File: config.mk
export PLATFORM = sky130hd
export DESIGN_NAME = hbah_host_port
export DESIGN_NICKNAME = d
export VERILOG_FILES = /design/src/hbah_pkg.sv /design/src/hbah_host_port.sv /design/src/hbah_access_timer.sv
export SDC_FILE = /design/constraint.sdc
export NUM_CORES = 1
export LEC_CHECK = 0
export BUFFER_PORTS_ARGS = -buffer_cell sky130_fd_sc_hd__buf_2
export CORE_UTILIZATION = 51
export DETAILED_ROUTE_END_ITERATION = 10
export GPL_ROUTABILITY_DRIVEN = 1
export PLACE_DENSITY = 0.88
export SYNTH_ARGS = -nofsm -noshare
export SYNTH_HDL_FRONTEND = slang
export SYNTH_SLANG_ARGS = --single-unit
export TNS_END_PERCENT = 1
File: constraint.sdc
create_clock -name clk_sys -period 2.8 [get_ports clk_sys]
set_input_delay 0.14 -clock clk_sys [delete_from_list [all_inputs] [get_ports clk_sys]]
set_output_delay 0.14 -clock clk_sys [all_outputs]
set_load 0.02 [all_outputs]
File: src/hbah_pkg.sv
package hbah_pkg;

  // ****************************************
  // clock and timing
  // ****************************************
  localparam int CLK_PERIOD_NS   = 100;
  localparam int PCLK_PERIOD_NS  = 100;
  // data drive no earlier than 3 x pclkp - 4 ns (least time, round up)
  localparam int DRIVE_MIN_NS    = 3 * PCLK_PERIOD_NS - 4;
  localparam int DRIVE_CYC       = (DRIVE_MIN_NS + CLK_PERIOD_NS - 1) / CLK_PERIOD_NS;
  // data valid pclkp - 4 ns before completion (least time, round up)
  localparam int SETUP_MIN_NS    = PCLK_PERIOD_NS - 4;
  localparam int SETUP_CYC       = (SETUP_MIN_NS + CLK_PERIOD_NS - 1) / CLK_PERIOD_NS;
  // ack float 1..5 ns after rising edge in strobe/direction mode
  localparam int FLOAT_MIN_NS    = 1;
  localparam int FLOAT_CYC       = (FLOAT_MIN_NS + CLK_PERIOD_NS - 1) / CLK_PERIOD_NS;

  localparam logic [7:0] ACC_FAST_CYC  = 8'h02;
  localparam logic [7:0] ACC_SLOW_CYC  = 8'h06;
  localparam logic [7:0] ACC_SLOW_BASE = 8'h80;
  localparam logic [7:0] DRIVE_CNT     = 8'(DRIVE_CYC);
  localparam logic [7:0] SETUP_CNT     = 8'(SETUP_CYC);
  localparam logic [1:0] FLOAT_CNT     = 2'(FLOAT_CYC);
  localparam logic [7:0] ZERO_BYTE     = 8'h00;

  // ****************************************
  // types
  // ****************************************
  typedef enum logic [2:0] {
    HBAH_IDLE  = 3'b000,
    HBAH_WAIT  = 3'b001,
    HBAH_DONE  = 3'b010,
    HBAH_HOLD  = 3'b011,
    HBAH_FLOAT = 3'b100
  } hbah_state_type;

  typedef struct packed {
    logic       write;
    logic [7:0] addr;
    logic [7:0] wdata;
  } hbah_req_type;

  typedef struct packed {
    logic       o;
    logic       oe;
  } hbah_drive_type;

endpackage

File: src/hbah_host_port.sv
`timescale 1ns/100ps
`default_nettype none

// How it works
// - in separate-strobe mode the ready line goes low as soon as the access becomes active.
// - in separate-strobe mode ready floats once the access goes inactive.
// - on a read the data bus is not driven before 3 pclk periods less 4 ns into the access.
// - in separate-strobe mode read data is valid one pclk period less 4 ns before ready rises.
// - read data stops being driven as soon as the read access goes inactive.
// - in direction-line mode acknowledge is driven high on access start and driven low to complete.
// - in direction-line mode acknowledge is driven high after the access ends, then floated.
// - in direction-line mode read data is valid one pclk period less 4 ns before acknowledge falls.

module hbah_host_port
  import hbah_pkg::*;
(
  // clock and reset
  input  wire logic       clk_sys,
  input  wire logic       resetn,
  // mode: 1 = single data strobe with direction line
  input  wire logic       dir_mode,
  // host pins
  input  wire logic       sel_n,
  input  wire logic       write_or_data_strobe_n,
  input  wire logic       read_or_dir_n,
  input  wire logic [7:0] addr,
  input  wire logic [7:0] data_i,
  output logic [7:0]      data_o,
  output logic            data_oe,
  output logic            ack_o,
  output logic            ack_oe,
  // internal register side
  output logic            reg_wr,
  output logic            reg_rd,
  output logic [7:0]      reg_addr,
  output logic [7:0]      reg_wdata,
  input  wire logic [7:0] reg_rdata
);

  // ****************************************
  // access decode
  // ****************************************
  logic         wr_active;
  logic         rd_active;
  logic         active;
  logic         is_write;
  logic [7:0]   acc_len;
  logic         tmr_expired;
  logic [7:0]   tmr_elapsed;
  logic         tmr_start;
  logic         drive_ok;
  logic         rdata_ok;
  hbah_req_type req;

  assign wr_active = dir_mode ? (~sel_n & ~write_or_data_strobe_n & ~read_or_dir_n)
                              : (~sel_n & ~write_or_data_strobe_n);
  assign rd_active = dir_mode ? (~sel_n & ~write_or_data_strobe_n & read_or_dir_n)
                              : (~sel_n & ~read_or_dir_n);
  assign active    = wr_active | rd_active;
  assign is_write  = wr_active;

  function automatic logic [7:0] region_len(input logic [7:0] a);
    region_len = (a >= ACC_SLOW_BASE) ? ACC_SLOW_CYC : ACC_FAST_CYC;
  endfunction

  // access length never below what the read setup needs
  assign acc_len = (region_len(addr) > DRIVE_CNT + SETUP_CNT) ? region_len(addr)
                                                              : DRIVE_CNT + SETUP_CNT;

  // ****************************************
  // state machine
  // ****************************************
  hbah_state_type state_reg;
  hbah_state_type state_next;
  logic [1:0]     flt_reg;
  logic [1:0]     flt_next;
  logic [7:0]     rdata_reg;
  logic [7:0]     rdata_next;
  logic           rd_reg;
  logic           rd_next;
  hbah_drive_type ack_drv;

  assign tmr_start = (state_reg == HBAH_IDLE) & active;
  assign drive_ok  = rd_reg & (tmr_elapsed >= DRIVE_CNT) & (state_reg != HBAH_IDLE);
  assign rdata_ok  = tmr_elapsed >= DRIVE_CNT;

  always_comb begin
    state_next = state_reg;
    flt_next   = flt_reg;
    rd_next    = rd_reg;
    case (state_reg)
      HBAH_IDLE: begin
        flt_next = 2'b00;
        if (active) begin
          state_next = HBAH_WAIT;
          rd_next    = rd_active;
        end
      end
      HBAH_WAIT: begin
        if (!active) state_next = dir_mode ? HBAH_HOLD : HBAH_IDLE;
        else if (tmr_expired) state_next = HBAH_DONE;
      end
      HBAH_DONE: begin
        if (!active) state_next = dir_mode ? HBAH_HOLD : HBAH_IDLE;
      end
      HBAH_HOLD: begin
        state_next = HBAH_FLOAT;
      end
      HBAH_FLOAT: begin
        flt_next = flt_reg + 2'b01;
        if (flt_reg + 2'b01 >= FLOAT_CNT) state_next = HBAH_IDLE;
      end
      default: state_next = HBAH_IDLE;
    endcase
  end

  // read data captured once the drive window opens, stable before completion
  assign rdata_next = (state_reg == HBAH_WAIT && rd_reg && rdata_ok) ? reg_rdata : rdata_reg;

  always_ff @(posedge clk_sys or negedge resetn) begin
    if (!resetn) begin
      state_reg <= HBAH_IDLE;
      flt_reg   <= 2'b00;
      rdata_reg <= ZERO_BYTE;
      rd_reg    <= 1'b0;
    end else begin
      state_reg <= state_next;
      flt_reg   <= flt_next;
      rdata_reg <= rdata_next;
      rd_reg    <= rd_next;
    end
  end

  hbah_access_timer u_timer (
    .clk_sys (clk_sys),
    .resetn  (resetn),
    .start   (tmr_start),
    .length  (acc_len),
    .expired (tmr_expired),
    .elapsed (tmr_elapsed)
  );

  // ****************************************
  // pin drive
  // ****************************************
  // separate strobe: low while busy, high at completion; direction: high while busy, low at completion
  wire busy = (state_reg == HBAH_WAIT);
  wire done = (state_reg == HBAH_DONE);

  assign ack_drv.oe = dir_mode ? ((active & (busy | done | tmr_start)) | (state_reg == HBAH_HOLD))
                               : (active & (busy | done | tmr_start));
  assign ack_drv.o  = dir_mode ? ~(done & active)
                               : done;
  assign ack_o      = ack_drv.o;
  assign ack_oe     = ack_drv.oe;

  assign data_o  = rdata_reg;
  assign data_oe = drive_ok & rd_active & (busy | done);

  // ****************************************
  // register side
  // ****************************************
  assign req.write = is_write;
  assign req.addr  = addr;
  assign req.wdata = data_i;

  // write strobe at completion so address and data are settled
  assign reg_wr    = busy & tmr_expired & active & req.write;
  assign reg_rd    = busy & rd_reg & active;
  assign reg_addr  = req.addr;
  assign reg_wdata = req.wdata;

endmodule

`default_nettype wire

File: src/hbah_access_timer.sv
`timescale 1ns/100ps
`default_nettype none

module hbah_access_timer
  import hbah_pkg::*;
(
  // clock and reset
  input  wire logic       clk_sys,
  input  wire logic       resetn,
  // control
  input  wire logic       start,
  input  wire logic [7:0] length,
  // status
  output logic            expired,
  output logic [7:0]      elapsed
);

  logic [7:0] cnt_reg;
  logic [7:0] cnt_next;
  logic       run_reg;
  logic       run_next;

  assign run_next = start | (run_reg & (cnt_reg < length));
  assign cnt_next = start ? ZERO_BYTE : (run_reg & (cnt_reg != 8'hff)) ? cnt_reg + 8'h01 : cnt_reg;
  assign expired  = ~start & run_reg & (cnt_reg >= length);
  assign elapsed  = cnt_reg;

  always_ff @(posedge clk_sys or negedge resetn) begin
    if (!resetn) begin
      cnt_reg <= ZERO_BYTE;
      run_reg <= 1'b0;
    end else begin
      cnt_reg <= cnt_next;
      run_reg <= run_next;
    end
  end

endmodule

`default_nettype wire

==> results_dict.tcl, run 1 <==
set metrics [dict create \
    n_fill_cell 237 \
    worstPathArrival_ns 2.15 \
    vias 1078 \
    overflow 0 \
    finalWirelength_um 2660 \
    initial_core_util_pct 55.9 \
    worst_pin_slew_ns 0.746 \
    insertion_delay_ns 0.33 \
    ant_nets 0 \
    grt_antenna_before_repair 0 \
    syn-mean-instance-area_um2 10.1 \
    wl_per_cell_um 14.6 \
    worst_setup_path_end_kind "primary output" \
    via_per_inst 5.92 \
    antennaDiodeCount 0 \
    grt_usage_pct 20.3 \
    setup_viol 0 \
    tritoncts "yes" \
    grt_pass1_wl_um 4220 \
    dp_hpwl_um 2000 \
    dieArea_um2 3000 \
    drv_slew 0 \
    worstPathRequired_ns 2.66 \
    cap_violations 0 \
    hold_viol 0 \
    layout_commonest_cell "buf_2" \
    syn_inst 141 \
    die_w_um 54.8 \
    core_um2 2540 \
    synth-seq-cells 23 \
    syn_to_final_growth_pct 3.17 \
    post_cts_buffers 0 \
    min_path_type "in2reg" \
    power_density_nw_per_um2 950 \
    relSlewSlack_pct 50.0 \
    syn_nets 174 \
    cts_made_buffers 3 \
    htreeDepth 1 \
    drt_iter0_markers 22 \
    period_needed_ns 2.29 \
    drtPass1Iterations 4 \
    critPathMaxFanout 12 \
    io-pin-count 59 \
    rows 18 \
    fin_nets 186 \
    ys_seq_area_share_pct 40.5 \
    cts_buffer_depth 2 \
    io_buffers 28 \
    vdd_drop_max_mv 0.655 \
    critPathLaunchType "register" \
    p_leak_nw 0.696 \
    status "finished, final reports clean" \
    synth_cell_types 42 \
    min_period_over_period_pct 81.8 \
    layout-drive-gt1-share_pct 31.6 \
    root_buffer "clkbuf_4" \
    drc_errors 0 \
    rsz0062_at_grt "false" \
    ys_warn_count 0 \
    grt_pass1_vias 999 \
    layout_common_cells "buf_2, dfrtp_1, nor2_1" \
    die-height_um 54.8 \
    fin_area_um2 1470 \
    synth_area_um2 1420 \
    worstSetupPathType "reg2out" \
    ctsResizeCount 0 \
    gp_congestion 0.841 \
    skew_ns 0.00744 \
    post_dp_cell_area_um2 1430 \
    path_clk_slew_ns 0.13 \
    tns_ns 0 \
    cts_num_sinks 23 \
    max_freq_mhz 437 \
    grt_start_max_net_pins 24 \
]
critical path, cell delays in order, from the launching register on:
cell and delay, ns:
dfrtp_1 0.51, or3_1 0.44, nor3_2 0.58, nor4b_1 0.10, buf_2 0.19
routing by layer:
layer / up-vias / global-route usage, % / routed length [um]
met5: - / 0 / 0
met4: 0 / 12.4 / 57
met3: 10 / 4.17 / 143
met2: 36 / 34.9 / 1310
met1: 528 / 22.5 / 1150
li1: 504 / - / -
worst paths after layout:
check,start,slack (ns),to,cells after the start
worst max-delay path,state_reg[1],0.51,reg_wr,4
worst min-delay path,reg_rdata[3],0.03,data_o[3],2
worst max register to register,state_reg[1],0.91,data_o[2],3
worst min register to register,flt_reg[1],0.51,flt_reg[1],2
max in group asynchronous,resetn,2.17,u_timer.elapsed[2],2
min in group asynchronous,resetn,0.30,data_o[6],2
cell type report:
cell class | count | area (um^2) | area share [%]
timing repair buffer | 29 | 150 | 10.2
tap | 30 | 37.5 | 2.56
inverter | 4 | 15.0 | 1.02
clock inverter | 1 | 5.00 | 0.341
clock buffer | 3 | 22.5 | 1.54
multi-input combinational | 92 | 661 | 45.1
sequential | 23 | 576 | 39.2
through the flow:
stage | total power, mW | instances | hold WS [ns] | util, % | worst slack, ns
5_1_grt | 1.50 | 182 | 0.0245 | 57.6 | 0.365
3_3_place_gp | 1.21 | 177 | 0.127 | 56.1 | 0.970
3_5_place_dp | 1.24 | 177 | 0.135 | 56.1 | 0.900
4_1_cts | 1.40 | 182 | 0.0261 | 57.6 | 0.514
6_report | 1.39 | 182 | 0.0327 | 57.6 | 0.510
2_1_floorplan | 1.13 | 141 | -0.156 | - | 1.02
what timing repair did:
item | CTS | global route
hold endpoints to repair | 23 | 0
endpoints found under the setup margin | 0 | 0
hold buffers | 1 | 0
synth_stat cells (all sizes together):
cell,n,area (um^2)
o311a,1,10.0
mux2,8,120
a41o,1,11.3
o311ai,1,8.76
inv,4,15.0
a31oi,2,12.5
dfrtp,23,576
o21a,1,7.51
nor3b,1,7.51
a31o,1,8.76
or2,2,12.5
buf,21,166
mux2i,1,10.0
and4,1,8.76
a311o,1,10.0
ha,3,37.5
nand2b,2,12.5
xnor2,4,35.0
nor4b,3,26.3
a211oi,2,15.0
o211ai,1,7.51
o31ai,1,7.51
nor2,15,56.3
a311oi,1,8.76
xor2,2,17.5
or3,2,12.5
nand3b,2,15.0
nand3,4,20.0
a21oi,6,30.0
and3,3,20.0
nand4,2,12.5
o22ai,1,6.26
o21ai,2,10.0
nor3,6,46.3
clkbuf,1,3.75
nand2,9,36.3
where the power goes:
part / leakage (nW) / internal (mW) / switching [mW]
Combinational: 0.385 / 0.307 / 0.333
Sequential: 0.293 / 0.460 / 0.134
Clock: 0.0177 / 0.0537 / 0.105
Total: 0.696 / 0.821 / 0.572
logic make-up (layout without fill, tap and decap cells):
family | count (synthesis) | in the layout | synth area share [%]
AO/OA/AOI/OAI | 22 | 22 | 10.8
flip-flops | 23 | 23 | 40.5
buffers and inverters | 26 | 37 | 13.0
XOR/XNOR | 6 | 6 | 3.70
AND/OR/NAND/NOR | 52 | 52 | 20.2
adder cells (fa/ha/maj) | 3 | 3 | 2.64
multiplexers | 9 | 9 | 9.16
Power figures use the tool's default switching activity.
==> inputs of run 2 (changes only) <==
--- a/config.mk
+++ b/config.mk
@@ -6,10 +6,10 @@
 export NUM_CORES = 1
 export LEC_CHECK = 0
 export BUFFER_PORTS_ARGS = -buffer_cell sky130_fd_sc_hd__buf_2
-export CORE_UTILIZATION = 51
+export CORE_UTILIZATION = 43
 export DETAILED_ROUTE_END_ITERATION = 10
 export GPL_ROUTABILITY_DRIVEN = 1
-export PLACE_DENSITY = 0.88
+export PLACE_DENSITY = 0.8
 export SYNTH_ARGS = -nofsm -noshare
 export SYNTH_HDL_FRONTEND = slang
 export SYNTH_SLANG_ARGS = --single-unit
==> constraint.sdc (replaced) <==
create_clock -name clk_sys -period 1.9 [get_ports clk_sys]
set_input_delay 0.095 -clock clk_sys [delete_from_list [all_inputs] [get_ports clk_sys]]
set_output_delay 0.095 -clock clk_sys [all_outputs]
set_load 0.02 [all_outputs]
==> results_dict.tcl, run 2 (synthesis gave the netlist of run 1 again) <==
set metrics [dict create \
    overflow 0 \
    cap_violations 0 \
    fin_nets 195 \
    cts_made_buffers 3 \
    vdd_drop_max_mv 0.727 \
    worstReg2RegEnd "data_o[5]" \
    grt_pass1_vias 999 \
    worst_setup_path_end_kind "primary output" \
    seqCellArea_um2 577 \
    skew_ns 0.00682 \
    max_freq_mhz 559 \
    hold_viol 0 \
    root_buffer "clkbuf_4" \
    path_delay_family "simple AND/OR/NAND/NOR gates" \
    grt_start_max_net_pins 24 \
    worstPathRequired_ns 1.80 \
    die_w_um 59.5 \
    gp_congestion 0.872 \
    p_total_mw 2.14 \
    layout_commonest_cell "buf_2" \
    worst_pin_slew_ns 0.505 \
    syn_to_final_growth_pct 12.9 \
    seq_power_share_pct 41.2 \
    power.share.clock_pct 10.0 \
    dieArea_um2 3540 \
    finalWirelength_um 2740 \
    die-height_um 59.5 \
    hold-worst-slack_ns 0.0221 \
    vias 1099 \
    critPathMaxStageDelay_ns 0.51 \
    critPathLaunchType "register" \
    hold_depth 2 \
    setup_viol 0 \
    io-pin-count 59 \
    layout_common_cells "buf_2, dfrtp_1, nor2_1" \
    drt_iter0_markers 34 \
    drv_slew 0 \
    power_density_nw_per_um2 1340 \
    min_period_over_period_pct 94.1 \
    core_um2 3100 \
    p_leak_nw 0.745 \
    relSlewSlack_pct 66.3 \
    internal_power_mw 1.27 \
    rsz0062_at_grt "false" \
    r2r_setup_slack_ns 0.21 \
    power.share.switching_pct 40.6 \
    critPathMaxFanout 11 \
    cp.buffers_inverters 1 \
    grt_antenna_before_repair 0 \
    min_path_type "in2reg" \
    tns_ns 0 \
    worstSetupPathType "reg2out" \
    multiInputGateArea_um2 684 \
    grt_usage_pct 16.1 \
    via_per_inst 5.36 \
    rows 20 \
    tritoncts "yes" \
    path_clk_slew_ns 0.12 \
    n_fill_cell 280 \
    ant_nets 0 \
    crit_chain "or3_1, nor3_4, nor4b_2, buf_2" \
    drc_errors 0 \
    cp.depth 4 \
    min_from "reg_rdata[3]" \
    dp_hpwl_um 1940 \
    worstPathArrival_ns 1.69 \
    htreeDepth 1 \
    io_buffers 28 \
    grt_pass1_wl_um 4330 \
    cts_buffer_depth 2 \
    fin_area_um2 1600 \
    reg2reg_from "u_timer.elapsed[4]" \
    drtPass1Iterations 4 \
    status "finished, final reports clean" \
    place_inst 194 \
    insertion_delay_ns 0.30 \
    cts_num_sinks 23 \
    layout-drive-gt1-share_pct 33.5 \
    period_needed_ns 1.79 \
    p_sw_mw 0.869 \
    critPathLaunch "state_reg[1]" \
    p_comb_share_pct 48.8 \
    crit_slowest_cell "dfrtp_2" \
    initial_core_util_pct 45.8 \
    post_cts_buffers 0 \
    post_dp_cell_area_um2 1480 \
    hold_end "data_o[3]" \
    reg2regPathDepth 5 \
    antennaDiodeCount 0 \
    wl_per_cell_um 13.4 \
    stdcell_count 205 \
]
run 2: through the flow:
stage               setup WS (ns)  utilization (%)
detailed placement          0.242             47.7
finish                      0.112             51.7
global placement            0.259             47.7
CTS                       0.00224             49.0
floorplan                   0.167                -
global route               0.0106             51.7
run 2: power groups by stage:
stage,logic [mW],clock network (mW),registers (mW)
5_1_grt,1.13,0.256,0.908
6_report,1.05,0.215,0.882
3_3_place_gp,0.971,0,0.866
4_1_cts,1.01,0.229,0.869
2_1_floorplan,0.727,0,0.932
3_5_place_dp,1.00,0,0.877
run 2: final cells by class:
cell class              instances  share of cell area (%)
well taps                      44                    3.43
clock buffers                   3                    1.40
flip-flops and latches         23                    36.0
repair buffers                 38                    15.3
multi-input cells              92                    42.7
clock inverters                 1                   0.312
inverters                       4                   0.936
run 2: worst max-delay path by stage:
| stage | slack [ns] | endpoint |
|---|---|---|
| after floorplan | 0.17 | reg_wr |
| after global placement | 0.26 | data_o[1] |
| after detailed placement | 0.24 | data_o[5] |
| after CTS | 0.002 | reg_wr |
| after global routing | 0.01 | reg_wr |
| final | 0.11 | reg_wr |
run 2: worst reg2reg max path, delay by kind of cell (launching register included):
kind | cells | cell delay, ns
flops | 1 | 0.47
compound gates | 1 | 0.33
buf+inv | 1 | 0.16
mux | 1 | 0.29
simple gates | 2 | 0.34
run 2: metal layers:
metal / wire (um) / vias up / share of wire (%) / GRT usage [%]
met5: 0 / - / 0 / 0
met4: 84 / 0 / 3.1 / 9.97
met3: 124 / 12 / 4.5 / 1.53
met2: 1350 / 29 / 49 / 27.0
met1: 1180 / 534 / 43 / 20.0
li1: - / 524 / - / -
run 2: what timing repair did:
action | CTS | global route
gates resized for setup | 0 | 6
hold endpoints to repair | 23 | 6
setup endpoints to repair | 0 | 2
hold buffers | 1 | 6
==> inputs of run 3 (changes only) <==
--- a/config.mk
+++ b/config.mk
@@ -6,10 +6,12 @@
 export NUM_CORES = 1
 export LEC_CHECK = 0
 export BUFFER_PORTS_ARGS = -buffer_cell sky130_fd_sc_hd__buf_2
-export CORE_UTILIZATION = 43
+export CORE_MARGIN = 5
+export CORE_UTILIZATION = 47
 export DETAILED_ROUTE_END_ITERATION = 10
 export GPL_ROUTABILITY_DRIVEN = 1
-export PLACE_DENSITY = 0.8
+export PLACE_DENSITY = 0.82
+export RECOVER_POWER = 50
 export SYNTH_ARGS = -nofsm -noshare
 export SYNTH_HDL_FRONTEND = slang
 export SYNTH_SLANG_ARGS = --single-unit
==> constraint.sdc (replaced) <==
create_clock -name clk_sys -period 2 [get_ports clk_sys]
set_input_delay 0.1 -clock clk_sys [delete_from_list [all_inputs] [get_ports clk_sys]]
set_output_delay 0.1 -clock clk_sys [all_outputs]
set_load 0.02 [all_outputs]
==> results_dict.tcl, run 3 (synthesis gave the netlist of run 1 again) <==
set metrics [dict create \
    status "finished, final reports clean" \
    overflow 0 \
    die-height_um 65.0 \
    grt_usage_pct 13.3 \
    critPathLaunchType "register" \
    io-pin-count 59 \
    finalWirelength_um 2800 \
    drtPass1Iterations 4 \
    insertion_delay_ns 0.32 \
    gp_congestion 0.926 \
    root_buffer "clkbuf_4" \
    grt_antenna_before_repair 0 \
    met2_length_um 1340 \
    critPathMaxFanout 10 \
    top_layer "met4" \
    max_freq_mhz 520 \
    drc_errors 0 \
    io_buffers 28 \
    vdd_drop_max_mv 0.626 \
    grt_start_max_net_pins 24 \
    dp_hpwl_um 1980 \
    cts_num_sinks 23 \
    period_needed_ns 1.92 \
    drv_slew 0 \
    antennaDiodeCount 0 \
    p_leak_nw 0.737 \
    htreeDepth 1 \
    drt_iter0_markers 60 \
    r2r_setup_slack_ns 0.33 \
    syn_to_final_growth_pct 11.0 \
    cap_violations 0 \
    min_path_type "in2reg" \
    dieArea_um2 4220 \
    worstPathRequired_ns 1.90 \
    die_w_um 65.0 \
    tritoncts "yes" \
    rows 20 \
    ant_nets 0 \
    fin_util_pct 53.0 \
    met3_length_um 180 \
    worstPathArrival_ns 1.82 \
    hold-worst-slack_ns 0.0968 \
    cts_made_buffers 3 \
    layout_common_cells "buf_2, dfrtp_1, nor2_1" \
    path_clk_slew_ns 0.12 \
    vias 1078 \
    skew_ns 0.00647 \
    cts_buffer_depth 2 \
    layout_commonest_cell "buf_2" \
    min_period_over_period_pct 96.1 \
    worst_setup_path_end_kind "primary output" \
    grt_pass1_vias 1044 \
    core_um2 2980 \
    grt_pass1_wl_um 4350 \
    fin_nets 197 \
    setup_viol 0 \
    worst_pin_slew_ns 1.20 \
    worstSetupPathType "reg2out" \
    layout-drive-gt1-share_pct 31.9 \
    power_density_nw_per_um2 1270 \
    initial_core_util_pct 47.7 \
    met1_length_um 1200 \
    via_per_inst 5.50 \
    relSlewSlack_pct 19.8 \
    hold_viol 0 \
    p_total_mw 2.00 \
    wl_per_cell_um 14.3 \
]
[run 3: cell types whose count changed in the layout (fill, tap and decap cells not counted)]
cell	change
buf_4	+1
nor3_2	+2
dlygate4sd3_1	+2
nor4b_2	-1
o311ai_1	-1
dfrtp_2	+1
dfrtp_1	-1
buf_2	-2
clkbuf_1	+2
nor4b_1	+1
o311ai_0	+1
nor3_4	-2
buf_12	-1
[run 3: layout make-up]
type / instances / area, um^2
tap: 33 / 41.3
clock inverter: 1 / 5.00
clock buffer: 3 / 22.5
sequential: 23 / 578
timing repair buffer: 40 / 250
fill: 270 / 1400
inverter: 4 / 15.0
multi-input combinational: 92 / 666
[run 3: path summary, 6_finish.rpt]
path,start,to,cells past startpoint
max,state_reg[1],reg_wr,5
min,read_or_dir_n,rd_reg,3
max reg2reg,u_timer.elapsed[0],data_o[7],4
min reg2reg,flt_reg[1],flt_reg[1],2
max in group asynchronous,resetn,state_reg[1],2
min in group asynchronous,resetn,data_o[3],2
[run 3: timing repair]
action,4_1_cts,5_1_grt
setup buffers,0,1
resized for setup,0,3
endpoints found under the setup margin,0,1
endpoints found under the hold margin,27,4
hold buffers,5,4
[run 3: routing by layer]
layer	vias up	GRT usage [%]
li1	529	-
met1	507	15.6
met2	33	21.1
met3	9	2.77
met4	0	10.0
met5	-	0
[run 3: where the power goes]
part | internal, mW | leakage (nW) | switching, mW | total (mW)
clock | 0.0749 | 0.0177 | 0.141 | 0.215
combinational | 0.464 | 0.430 | 0.486 | 0.950
sequential | 0.647 | 0.290 | 0.184 | 0.831
[run 3: worst max-delay path, cell delays in order, from the launching register on]
cell	delay (ns)
dfrtp_2	0.45
or3_1	0.43
nor3_2	0.19
buf_4	0.21
nor4b_1	0.07
buf_2	0.16
[run 3: through the flow]
step                cells  cell area (um^2)  setup TNS, ns  setup WS, ns
floorplan             141              1420              0         0.262
global placement      182              1450              0         0.368
detailed placement    182              1450              0         0.343
CTS                   191              1530              0       0.00753
global route          196              1580        -0.0206       -0.0206
finish                196              1580              0        0.0782
